===== src/logic/ssq_pkg.sv =====
// Package: constants, types and register map of the standby and reset sequencer
package ssq_pkg;
  localparam int unsigned CLK_MHZ          = 20;
  // Operation-stop wait after standby release (microseconds, as printed)
  localparam int unsigned STOP_WAIT_MIN_US = 17;
  localparam int unsigned STOP_WAIT_TYP_US = 34;
  localparam int unsigned STOP_WAIT_MAX_US = 67;
  localparam int unsigned STOP_WAIT_CYC    = STOP_WAIT_TYP_US * CLK_MHZ;
  // Option-byte read after reset release
  localparam int unsigned OPT_READ_TYP_US  = 544;
  localparam int unsigned OPT_READ_MAX_NS  = 1075000;
  localparam int unsigned OPT_READ_CYC     = OPT_READ_TYP_US * CLK_MHZ;
  // Least external reset low time (bound on the other party)
  localparam int unsigned EXT_RST_MIN_US   = 2;
  localparam int unsigned EXT_RST_MIN_CYC  = EXT_RST_MIN_US * CLK_MHZ;
  // Crystal settle exponents for codes 00..11
  localparam int unsigned SETTLE_EXP0      = 10;
  localparam int unsigned SETTLE_EXP1      = 12;
  localparam int unsigned SETTLE_EXP2      = 15;
  localparam int unsigned SETTLE_EXP3      = 17;
  localparam int unsigned CNT_W            = 18;
  // Reset vector addresses
  localparam logic [15:0] RESET_VEC_LO     = 16'h0000;
  localparam logic [15:0] RESET_VEC_HI     = 16'h0001;
  // APB register byte offsets
  localparam logic [7:0]  CTRL_OFS         = 8'h00;
  localparam logic [7:0]  STATUS_OFS       = 8'h04;
  localparam logic [7:0]  IRQ_OFS          = 8'h08;
  // Control register fields
  localparam int unsigned CTRL_SETTLE_LSB  = 0;
  localparam int unsigned CTRL_XTAL_BIT    = 2;
  localparam int unsigned CTRL_LSOFF_BIT   = 3;
  localparam int unsigned CTRL_WDT_LS_BIT  = 4;
  localparam int unsigned CTRL_TMR_LS_BIT  = 5;
  localparam int unsigned CTRL_RSTPORT_BIT = 6;
  localparam logic [6:0]  CTRL_RESET       = 7'h00;
  // Interrupt register fields: mask in [7:0], global enable in [8]
  localparam int unsigned IRQ_GIE_BIT      = 8;
  localparam logic [7:0]  IRQ_MASK_RESET   = 8'hff;

  typedef enum logic [2:0] {
    SSQ_RESET, SSQ_OPT_READ, SSQ_XTAL_SETTLE, SSQ_RUN, SSQ_STANDBY, SSQ_STOP_WAIT
  } ssq_state_e;

  typedef struct packed {
    logic ext_pin_n;
    logic wdt_ovf;
    logic supply_on_clear;
    logic low_supply_detector;
  } ssq_rst_src_s;

  typedef struct packed {
    logic sys_osc_en;
    logic low_speed_osc_en;
    logic cpu_run;
    logic aux_timer_run;
    logic wdt_run;
    logic timer16_run;
    logic adc_run;
  } ssq_gate_s;
endpackage : ssq_pkg


===== src/logic/ssq_wait_counter.sv =====
// Down counter that times one wait and pulses when it ends
`timescale 1ns/1ps
module ssq_wait_counter
  import ssq_pkg::*;
#(
  parameter int unsigned W = CNT_W
) (
  // Clock and reset
  input  wire logic         pclk,
  input  wire logic         presetn,
  // Control
  input  wire logic         load,
  input  wire logic [W-1:0] load_val,
  // Status
  output logic              busy,
  output logic              done
);
  logic [W-1:0] cnt;
  logic [W-1:0] next_cnt;
  logic         next_busy;
  logic         next_done;

  always_comb begin
    next_cnt  = cnt;
    next_busy = busy;
    next_done = 1'b0;
    if (load) begin
      next_cnt  = load_val;
      next_busy = 1'b1;
    end else if (busy) begin
      if (cnt <= W'(1)) begin
        next_busy = 1'b0;
        next_done = 1'b1;
        next_cnt  = '0;
      end else begin
        next_cnt = cnt - W'(1);
      end
    end
  end

  always_ff @(posedge pclk or negedge presetn) begin
    if (!presetn) begin
      cnt  <= '0;
      busy <= 1'b0;
      done <= 1'b0;
    end else begin
      cnt  <= next_cnt;
      busy <= next_busy;
      done <= next_done;
    end
  end
endmodule : ssq_wait_counter


===== src/logic/ssq_sequencer.sv =====
// Standby and reset sequencer with APB register access
`timescale 1ns/1ps
// Summary of operation
// - Stop instruction enters deep standby
// - Pending unmasked request leaves standby at once
// - Hold stopped 34 us after standby release, or the crystal settle time instead if crystal selected
// - Standby stops oscillator, CPU; ports hold
// - Aux timer on prescaled clock stops
// - Aux timer on low-speed clock runs if oscillating
// - Low-speed watchdog runs if oscillating; system-clock watchdog stops
// - Reset-time option picks low-speed oscillator stoppable
// - Wake: vector, next instruction, or stay
// - Reset in standby releases, then settle
// - Option byte read 544 us before CPU
// - Four reset sources merged into one
// - All sources equal; start at vector 0000H/0001H
// - Pins float in reset; indicator drives low
// - Low pin resets; high releases after option read
// - Watchdog reset self-releases, then start-up
// - Supply resets release when supply recovers
// - Reset stops both oscillators
// - Port-mode pin low before option read resets
// - Low-supply detector ignores its own reset
// - Settle codes give 2^10,2^12,2^15,2^17 clocks
module ssq_sequencer
  import ssq_pkg::*;
#(
  parameter int unsigned OPT_READ_CYCLES = OPT_READ_CYC,
  parameter int unsigned NUM_IRQ         = 8
) (
  // Clock and reset
  input  wire logic               pclk,
  input  wire logic               presetn,
  // APB slave
  input  wire logic               psel,
  input  wire logic               penable,
  input  wire logic               pwrite,
  input  wire logic [7:0]         paddr,
  input  wire logic [31:0]        pwdata,
  output logic      [31:0]        prdata,
  output logic                    pready,
  output logic                    pslverr,
  // Reset sources and option
  input  wire ssq_rst_src_s       rst_src,
  input  wire logic               opt_ls_stoppable,
  // CPU and interrupts
  input  wire logic               stop_exec,
  input  wire logic [NUM_IRQ-1:0] irq_req,
  output logic                    wake_vector,
  output logic                    wake_next,
  output logic [15:0]             vector_fetch_addr,
  output logic                    sys_reset_n,
  output logic                    lsd_reset_n,
  // Block gating
  output ssq_gate_s               gate,
  output logic                    port_hold,
  output logic                    pins_float,
  // Reset indicator pin
  output logic                    reset_indicator_pin_o,
  output logic                    reset_indicator_pin_oe_n
);
  ssq_state_e   state;
  ssq_state_e   next_state;
  logic [6:0]   ctrl;
  logic [6:0]   next_ctrl;
  logic [7:0]   interrupt_mask_flag;
  logic [7:0]   next_interrupt_mask_flag;
  logic         global_interrupt_enable;
  logic         next_global_interrupt_enable;
  logic         ls_stoppable;
  logic         next_ls_stoppable;
  logic         wake_is_reset;
  logic         next_wake_is_reset;
  logic         wake_vec_pend;
  logic         next_wake_vec_pend;
  logic         wake_vector_r;
  logic         next_wake_vector;
  logic         wake_next_r;
  logic         next_wake_next;
  logic [31:0]  prdata_r;
  logic [31:0]  next_prdata;
  logic         cnt_load;
  logic [CNT_W-1:0] cnt_val;
  logic         cnt_busy;
  logic         cnt_done;
  logic         any_reset;
  logic         unmasked;
  logic         ls_running;
  logic [1:0]   osc_settle_select;
  logic         xtal_sel;
  logic         apb_wr;
  logic         apb_rd;
  logic [CNT_W-1:0] settle_cyc;

  assign osc_settle_select = ctrl[CTRL_SETTLE_LSB +: 2];
  assign xtal_sel          = ctrl[CTRL_XTAL_BIT];

  // Crystal settle length from the select field
  always_comb begin
    case (osc_settle_select)
      2'b00:   settle_cyc = CNT_W'(1 << SETTLE_EXP0);
      2'b01:   settle_cyc = CNT_W'(1 << SETTLE_EXP1);
      2'b10:   settle_cyc = CNT_W'(1 << SETTLE_EXP2);
      default: settle_cyc = CNT_W'(1 << SETTLE_EXP3);
    endcase
  end

  // Merged reset, with pin used as port after the option read
  always_comb begin
    any_reset = !rst_src.ext_pin_n || rst_src.wdt_ovf
             || rst_src.supply_on_clear || rst_src.low_supply_detector;
    if (ctrl[CTRL_RSTPORT_BIT] && state != SSQ_OPT_READ && state != SSQ_RESET)
      any_reset = rst_src.wdt_ovf || rst_src.supply_on_clear
               || rst_src.low_supply_detector;
  end

  assign unmasked = |(irq_req & ~interrupt_mask_flag[NUM_IRQ-1:0]);
  assign apb_wr   = psel && penable && pwrite;
  assign apb_rd   = psel && penable && !pwrite;

  ssq_wait_counter #(.W(CNT_W)) u_wait (
    .pclk     (pclk),
    .presetn  (presetn),
    .load     (cnt_load),
    .load_val (cnt_val),
    .busy     (cnt_busy),
    .done     (cnt_done)
  );

  // Sequencer next state
  always_comb begin
    next_state         = state;
    next_wake_is_reset = wake_is_reset;
    next_wake_vec_pend = wake_vec_pend;
    next_wake_vector   = 1'b0;
    next_wake_next     = 1'b0;
    next_ls_stoppable  = ls_stoppable;
    cnt_load           = 1'b0;
    cnt_val            = '0;
    if (any_reset && state != SSQ_STANDBY
        && !(state == SSQ_STOP_WAIT && wake_is_reset)) begin
      next_state = SSQ_RESET;
    end else begin
      case (state)
        SSQ_RESET: begin
          next_state = SSQ_OPT_READ;
          cnt_load   = 1'b1;
          cnt_val    = CNT_W'(OPT_READ_CYCLES);
        end
        SSQ_OPT_READ: if (cnt_done) begin
          next_ls_stoppable = opt_ls_stoppable;
          if (xtal_sel) begin
            next_state = SSQ_XTAL_SETTLE;
            cnt_load   = 1'b1;
            cnt_val    = settle_cyc;
          end else begin
            next_state = SSQ_RUN;
          end
        end
        SSQ_XTAL_SETTLE: if (cnt_done) next_state = SSQ_RUN;
        SSQ_RUN: if (stop_exec) begin
          if (unmasked) begin
            next_wake_vector = global_interrupt_enable;
            next_wake_next   = !global_interrupt_enable;
          end else begin
            next_state = SSQ_STANDBY;
          end
        end
        SSQ_STANDBY: if (any_reset || unmasked) begin
          next_wake_is_reset = any_reset;
          next_wake_vec_pend = global_interrupt_enable;
          next_state         = SSQ_STOP_WAIT;
          cnt_load           = 1'b1;
          cnt_val            = xtal_sel ? settle_cyc : CNT_W'(STOP_WAIT_CYC);
        end
        SSQ_STOP_WAIT: if (cnt_done) begin
          if (wake_is_reset) begin
            next_state = SSQ_RESET;
          end else begin
            next_state       = SSQ_RUN;
            next_wake_vector = wake_vec_pend;
            next_wake_next   = !wake_vec_pend;
          end
        end
        default: next_state = SSQ_RESET;
      endcase
    end
  end

  always_ff @(posedge pclk or negedge presetn) begin
    if (!presetn) begin
      state         <= SSQ_RESET;
      wake_is_reset <= 1'b0;
      wake_vec_pend <= 1'b0;
      wake_vector_r <= 1'b0;
      wake_next_r   <= 1'b0;
      ls_stoppable  <= 1'b0;
    end else begin
      state         <= next_state;
      wake_is_reset <= next_wake_is_reset;
      wake_vec_pend <= next_wake_vec_pend;
      wake_vector_r <= next_wake_vector;
      wake_next_r   <= next_wake_next;
      ls_stoppable  <= next_ls_stoppable;
    end
  end

  assign wake_vector = wake_vector_r;
  assign wake_next   = wake_next_r;

  // Register next values
  always_comb begin
    next_ctrl                    = ctrl;
    next_interrupt_mask_flag     = interrupt_mask_flag;
    next_global_interrupt_enable = global_interrupt_enable;
    next_prdata                  = prdata_r;
    if (apb_wr && paddr == CTRL_OFS) begin
      next_ctrl = pwdata[6:0];
      if (!ls_stoppable)
        next_ctrl[CTRL_LSOFF_BIT] = 1'b0;
      if (!ls_stoppable && !pwdata[CTRL_WDT_LS_BIT])
        next_ctrl[CTRL_WDT_LS_BIT] = 1'b1;
    end
    if (apb_wr && paddr == IRQ_OFS) begin
      next_interrupt_mask_flag     = pwdata[7:0];
      next_global_interrupt_enable = pwdata[IRQ_GIE_BIT];
    end
    if (psel && !penable && !pwrite) begin
      case (paddr)
        CTRL_OFS:   next_prdata = {25'h0, ctrl};
        STATUS_OFS: next_prdata = {24'h0, ls_stoppable, cnt_busy, unmasked,
                                   any_reset, 1'b0, state};
        IRQ_OFS:    next_prdata = {23'h0, global_interrupt_enable, interrupt_mask_flag};
        default:    next_prdata = 32'h0;
      endcase
    end
    if (state == SSQ_RESET) begin
      next_ctrl                    = CTRL_RESET;
      next_interrupt_mask_flag     = IRQ_MASK_RESET;
      next_global_interrupt_enable = 1'b0;
    end
  end

  always_ff @(posedge pclk or negedge presetn) begin
    if (!presetn) begin
      ctrl                    <= CTRL_RESET;
      interrupt_mask_flag     <= IRQ_MASK_RESET;
      global_interrupt_enable <= 1'b0;
      prdata_r                <= 32'h0;
    end else begin
      ctrl                    <= next_ctrl;
      interrupt_mask_flag     <= next_interrupt_mask_flag;
      global_interrupt_enable <= next_global_interrupt_enable;
      prdata_r                <= next_prdata;
    end
  end

  assign prdata  = prdata_r;
  assign pready  = 1'b1;
  assign pslverr = psel && penable && paddr != CTRL_OFS && paddr != STATUS_OFS
                && paddr != IRQ_OFS;

  // Clock and block gating
  assign ls_running = !(ls_stoppable && ctrl[CTRL_LSOFF_BIT]) && state != SSQ_RESET;
  always_comb begin
    gate.sys_osc_en       = state != SSQ_RESET && state != SSQ_STANDBY;
    gate.low_speed_osc_en = ls_running;
    gate.cpu_run          = state == SSQ_RUN;
    gate.aux_timer_run    = state == SSQ_STANDBY ?
                            (ctrl[CTRL_TMR_LS_BIT] && ls_running) : 1'b1;
    gate.wdt_run          = state == SSQ_STANDBY ?
                            (ctrl[CTRL_WDT_LS_BIT] && ls_running) : 1'b1;
    gate.timer16_run      = state != SSQ_STANDBY;
    gate.adc_run          = state != SSQ_STANDBY;
  end

  assign port_hold                = state == SSQ_STANDBY || state == SSQ_STOP_WAIT;
  assign pins_float               = state == SSQ_RESET || state == SSQ_OPT_READ
                                 || state == SSQ_XTAL_SETTLE;
  assign reset_indicator_pin_o    = 1'b0;
  assign reset_indicator_pin_oe_n = !pins_float;
  assign vector_fetch_addr        = RESET_VEC_LO;
  assign sys_reset_n              = !(state == SSQ_RESET);
  assign lsd_reset_n              = !(rst_src.ext_pin_n == 1'b0 || rst_src.wdt_ovf
                                   || rst_src.supply_on_clear);
endmodule : ssq_sequencer


===== config.mk =====
export PLATFORM = sky130hd
export DESIGN_NAME = ssq_sequencer
export DESIGN_NICKNAME = d
export VERILOG_FILES = /design/src/logic/ssq_pkg.sv /design/src/logic/ssq_wait_counter.sv /design/src/logic/ssq_sequencer.sv
export SDC_FILE = /design/constraint.sdc
export NUM_CORES = 1
export LEC_CHECK = 0
export BUFFER_PORTS_ARGS = -buffer_cell sky130_fd_sc_hd__buf_4
export CAP_MARGIN = 20
export CORE_MARGIN = 5
export CORE_UTILIZATION = 37
export CTS_CLUSTER_SIZE = 12
export DETAILED_ROUTE_END_ITERATION = 10
export GPL_TIMING_DRIVEN = 1
export SLEW_MARGIN = 10
export SYNTH_ARGS = -nofsm -noshare
export SYNTH_HDL_FRONTEND = slang
export SYNTH_SLANG_ARGS = --single-unit

===== constraint.sdc =====
create_clock -name pclk -period 4.3 [get_ports pclk]
set_input_delay 0.215 -clock pclk [delete_from_list [all_inputs] [get_ports pclk]]
set_output_delay 0.215 -clock pclk [all_outputs]
set_load 0.005 [all_outputs]

* After elaboration in Yosys (flattened, before gate mapping)
Cells that the tools add are included.
** Cells by class
- Add/subtract/negate cells :: 1
- Order comparisons :: 1
- Equality and inequality tests :: 19
- Mux-type cells :: 55
- Bitwise gates (word level) :: 4
- Reductions and logical operators :: 55
** Operators by type and width (count)
- two-way mux 18 bit :: 8
- case mux 18 bit (3 select lines) :: 2
- two-way mux 1 bit :: 28
- case mux 9 bit (3 select lines) :: 1
- two-way mux 3 bit :: 7
- logical AND 1 bit :: 20
- <= comparator 18 x 1 -> 1 bit, second input constant :: 1
- case mux 3 bit (6 select lines) :: 1
- subtractor 18 x 1 -> 18 bit, second input constant :: 1
- two-way mux 8 bit :: 2
- two-way mux 7 bit :: 2
- zero test 1 bit :: 12
- != test 3 x 2 -> 1 bit, second input constant :: 4
- logical OR 1 bit :: 11
- bitwise AND 8 bit :: 1
- == test 8 x 3 -> 1 bit, second input constant :: 1
- == test 8 x 4 -> 1 bit, second input constant :: 1
- zero test 8 bit :: 1
- != test 8 x 3 -> 1 bit, second input constant :: 1
- != test 8 x 4 -> 1 bit, second input constant :: 1
- NOT 8 bit :: 1
- nonzero test 8 bit :: 1
- OR reduction 8 bit :: 1
- == test 3 x 2 -> 1 bit, second input constant :: 2
- other kinds (16) :: 24
** Word-level totals
- Register bits :: 76
- Input bits :: 59
- Output and inout port bits :: 65
- Word-level logic and storage cells :: 148

* Longest topological paths before layout
- Word-level depth :: 10
- Mapped depth :: 9
- Mapped depth without buffers :: 7

* Cells and area by module
Synthesis repeated with hierarchy kept, for this count alone.
** Unflattened totals
- Cells, all modules :: 424
- Area total of the unflattened synthesis :: 3753.6 µm²
** By module, submodules not included
- ssq_sequencer :: times used 1, cells an instance 269, area an instance 2321.0 µm², sequential area each 835.8 µm²
- ssq_wait_counter :: times used 1, cells an instance 155, area an instance 1432.6 µm², sequential area each 500.5 µm²

* Worst setup path before layout
Ideal clock, no wire load.
- Path kind :: register -> register
- Start :: reg u_wait.cnt[0]
- End :: reg u_wait.cnt[11]
- Library setup time :: 122 ps
- Data arrival time :: 1875 ps
- Data required time :: 4178 ps
- Setup slack :: 2304 ps
- Cell stages (with the launch flop) :: 10
- Path buffers :: 2
- Period minus slack after synthesis :: 1996 ps
- Cell sequence :: dfrtp_1 inv_1 ha_1 clkbuf_1 o211ai_1 nor3_2 buf_2 o21ai_0 a32oi_1 o21ai_1
** On the way
- Word-level cells in the longest chain between the ends :: 4
- Elaborated cells on any way between the ends :: 5
- Classes of those cells :: add/sub (1); order compare (1); mux (3)
** RTL lines
- start, declared :: RTL line ssq_wait_counter.sv:18 : logic [W-1:0] cnt;
- start signal, assigned :: RTL line ssq_wait_counter.sv:47 : cnt <= next_cnt;
- subtractor 18 x 1 -> 18 bit / <= comparator 18 x 1 -> 1 bit (equally long branches) :: RTL line ssq_wait_counter.sv:36, ssq_wait_counter.sv:31
- two-way mux 18 bit * :: RTL line ssq_wait_counter.sv:31 : if (cnt <= W'(1)) begin
- two-way mux 18 bit * :: RTL line ssq_wait_counter.sv:30 : end else if (busy) begin
- two-way mux 18 bit * :: RTL line ssq_wait_counter.sv:27 : if (load) begin
Mark *: on every way between the ends. The rest lies on a longest branch, timed or not. The select of a mux whose other input is x is not followed.
A chain may end at the register's enable or synchronous reset.

* Final worst setup path
- Start :: reg u_wait.cnt[0]
- End :: reg u_wait.cnt[15]
The elaborated chain is that of the path after synthesis.

==> impl_metrics.ini <==
[critical_path]
r2r_end = u_wait.cnt[15]$_DFFE_PN0P_
crit_path_top_delay_cell = nor2_1
critPathMaxFanout = 15
crit_type = reg2reg
slowest_delay_ps = 650
endpoint_kind = flop
critPathLaunchType = flop
r2r-start = u_wait.cnt[0]$_DFFE_PN0P_
required_ps = 4520
crit_chain = inv_1, ha_1, o211ai_1, nor3_2, buf_4, nor2_1, a32oi_1, o2bb2ai_1
rrSetupSlack_ps = 1660
cp.arrival_ps = 2860
ff2ff_path_depth = 8

[synthesis]
ys_seq_area_share_pct = 38.6
yosys-top-cells-area = dfrtp_1, buf_4, dfstp_2
async_flop_share_pct = 100
ys_types = 66
netlist_area_mm2 = 0.00346
ys_ff_latch = 53
synth.top_cell.area_share_pct = 32.5
synth_area_per_cell_um2 = 8.67
synth_edf_count = 0
yosysTopAreaCell = dfrtp_1
synthFlopType = dfrtp_1
synth_cells = 399
ys_warn_count = 0

[route]
drtIter0Drc = 128
wl_um = 8650
avgRoutedWirePerCell_um = 15.5
ant_nets = 0
drt-pass1-iter-count = 4
vias_per_cell = 5.27
vias = 2947
route.detailed.drc = 0

[layout]
multi_input_comb_area_mm2 = 0.00182
fill_cells = 897
fin_nets = 508
syn_to_final_growth_pct = 13.6
seqCellArea_mm2 = 0.00134
utilization_pct = 42.8
fin_cells = 559
num_antenna_cells = 0
drive_gt1_share_pct = 20.5

[global_routing]
grt_use_total_pct = 15.3
grt_pass1_vias = 2831
grt_overflow = 0
grt_max_degree = 54
grt_first_pass_wirelength_um = 14200
grt_antenna_before_repair = 0

[min_path]
holdCritPathClass = in2reg
whs_endpoint = interrupt_mask_flag[5]$_DFFE_PN1P_
min_path_cells = 3
worstHoldStart = pwdata[5]

[timing]
fin_setup_tns_ps = 0
finalSetupViolCount = 0
hold_violations = 0
period_minus_slack_ps = 2640
tightest_slew_ps = 833
timing.final.ws_setup_ps = 1660
max_freq_ghz = 0.379
rsz0062_at_grt = no
maxSlewViolCount = 0
finalCritPeriodShare_pct = 61.4
fin_skew_ps = 11.3
slew_headroom_pct = 44.3

[clocking]
cts_buffers = 5
clockRootBuffer = clkbuf_8
insertion_delay_ps = 310
cts.path.max_buffers = 2
cts_tree = done
postCtsSetupBuffers = 0
clk_pin_slew_ps = 100
htree_num_levels = 2
cts_resized = 0
clock_sinks = 53

[pwr]
p_per_area_mw_per_mm2 = 369
leakage_nw = 1.78
ir_drop_mv = 0.219

[place]
dp_hpwl_um = 6480
numPortBuffers = 59
pre_cts_ws_ps = 1700
numPlacedInstances = 550
gp_congestion = 0.822

[die]
io_pins = 124
dieArea_mm2 = 0.0114
core_area_mm2 = 0.00920
die_w_um = 107
die_h_um = 107
fp-row-count = 35
initial_core_util_pct = 37.6

[job]
cap_violations = 0

[run_status]
outcome = finished clean
stage by stage:
| stage | area [µm²] | hold slack, ps | power [mW] |
|---|---|---|---|
| final | 3930 | 130 | 1.45 |
| after CTS | 3930 | 121 | 1.46 |
| after detailed placement | 3810 | 306 | 1.10 |
| after global routing | 3930 | 120 | 1.55 |
| after floorplan | 3610 | -80.6 | 0.995 |
| after global placement | 3810 | 301 | 1.08 |
logic make-up (layout without fill, tap and decap cells):
kind of cell,count (synthesis),after routing,synth area share (%)
adder cells (fa/ha/maj),2,2,0.723
AND/OR/NAND/NOR,157,157,23.1
AO/OA/AOI/OAI,98,98,20.4
flip-flops,53,53,38.6
other,2,41,0.217
buffers and inverters,74,84,13.1
multiplexers,12,12,3.54
XOR/XNOR,1,1,0.253
placed cells by master, fill, tap and decap left out, types with 7 or more instances in the layout:
cell / count
dfrtp_1: 45
inv_1: 11
nor2b_1: 11
buf_4: 62
nor2_1: 37
dfstp_2: 8
o21ai_1: 8
nand2b_1: 7
a21oi_1: 28
mux2i_1: 10
conb_1: 41
nand2_1: 44
nor3_1: 9
nand3_1: 18
o21ai_0: 16
worst max-delay path by stage:
stage / depth (start not counted) / slack (ps) / start / end
2_1_floorplan: 9 / 2300 / u_wait.cnt[0]$_DFFE_PN0P_ / u_wait.cnt[11]$_DFFE_PN0P_
3_3_place_gp: 6 / 1770 / state[2]$_DFFE_PN0P_ / u_wait.cnt[9]$_DFFE_PN0P_
3_5_place_dp: 6 / 1700 / state[2]$_DFFE_PN0P_ / u_wait.cnt[9]$_DFFE_PN0P_
4_1_cts: 6 / 1690 / state[2]$_DFFE_PN0P_ / u_wait.cnt[9]$_DFFE_PN0P_
5_1_grt: 8 / 1420 / u_wait.cnt[0]$_DFFE_PN0P_ / u_wait.cnt[3]$_DFFE_PN0P_
6_report: 8 / 1660 / u_wait.cnt[0]$_DFFE_PN0P_ / u_wait.cnt[15]$_DFFE_PN0P_
what timing repair did:
action,4_1_cts,5_1_grt
hold endpoints to repair,45,0
hold buffers,1,0
endpoints found under the setup margin,0,0
flip-flops by register name, indices dropped and copies added, names as in the netlist:
register	count
ctrl	7
u_wait.done	1
global_interrupt_enable	1
u_wait.busy	1
prdata	9
wake_vector	1
wake_vec_pend	1
wake_is_reset	1
ls_stoppable	1
u_wait.cnt	18
wake_next	1
interrupt_mask_flag	8
state	3
where the power goes:
part | switching, mW | leakage [nW] | internal, mW
registers | 0.104 | 0.680 | 0.569
clock network | 0.166 | 0.0585 | 0.190
logic | 0.241 | 1.05 | 0.181
cell type report:
class	count	area share, %
sequential	53	34.0
timing repair buffer	63	12.1
tap	111	3.53
clock inverter	1	0.764
multi-input combinational	311	46.2
inverter	13	1.24
clock buffer	7	2.20
worst max-delay path, delay by kind of cell, from the launching register on:
| kind | cells | cell delay, ps |
|---|---|---|
| adder cells (fa/ha/maj) | 1 | 330 |
| buffers and inverters | 2 | 280 |
| AO/OA/AOI/OAI | 3 | 750 |
| AND/OR/NAND/NOR | 2 | 730 |
| flip-flops | 1 | 450 |
synth_stat cells, types with 4 or more instances:
master and n:
buf_2 6, o21ai_0 16, nor2b_1 11, o21ai_1 8, inv_1 11, dfrtp_1 45, nor2_1 37, nand2b_1 7
nor3_1 9, nand3_1 18, mux2i_1 10, o31ai_1 4, o211ai_1 4, buf_4 43, and3_1 5, a211oi_1 4
nand2_1 44, a21oi_1 28, nor4_1 4, clkbuf_1 9, a32oi_1 6, dfstp_2 8
routing by layer:
metal  wire length, µm  part of all wire (%)  global-route usage (%)
met5                 0                     0                       0
met4               114                   1.3                    4.75
met3               441                   5.1                    2.05
met2              4270                    49                    25.3
met1              3820                    44                    20.8
(Power assumes the default switching activity.)
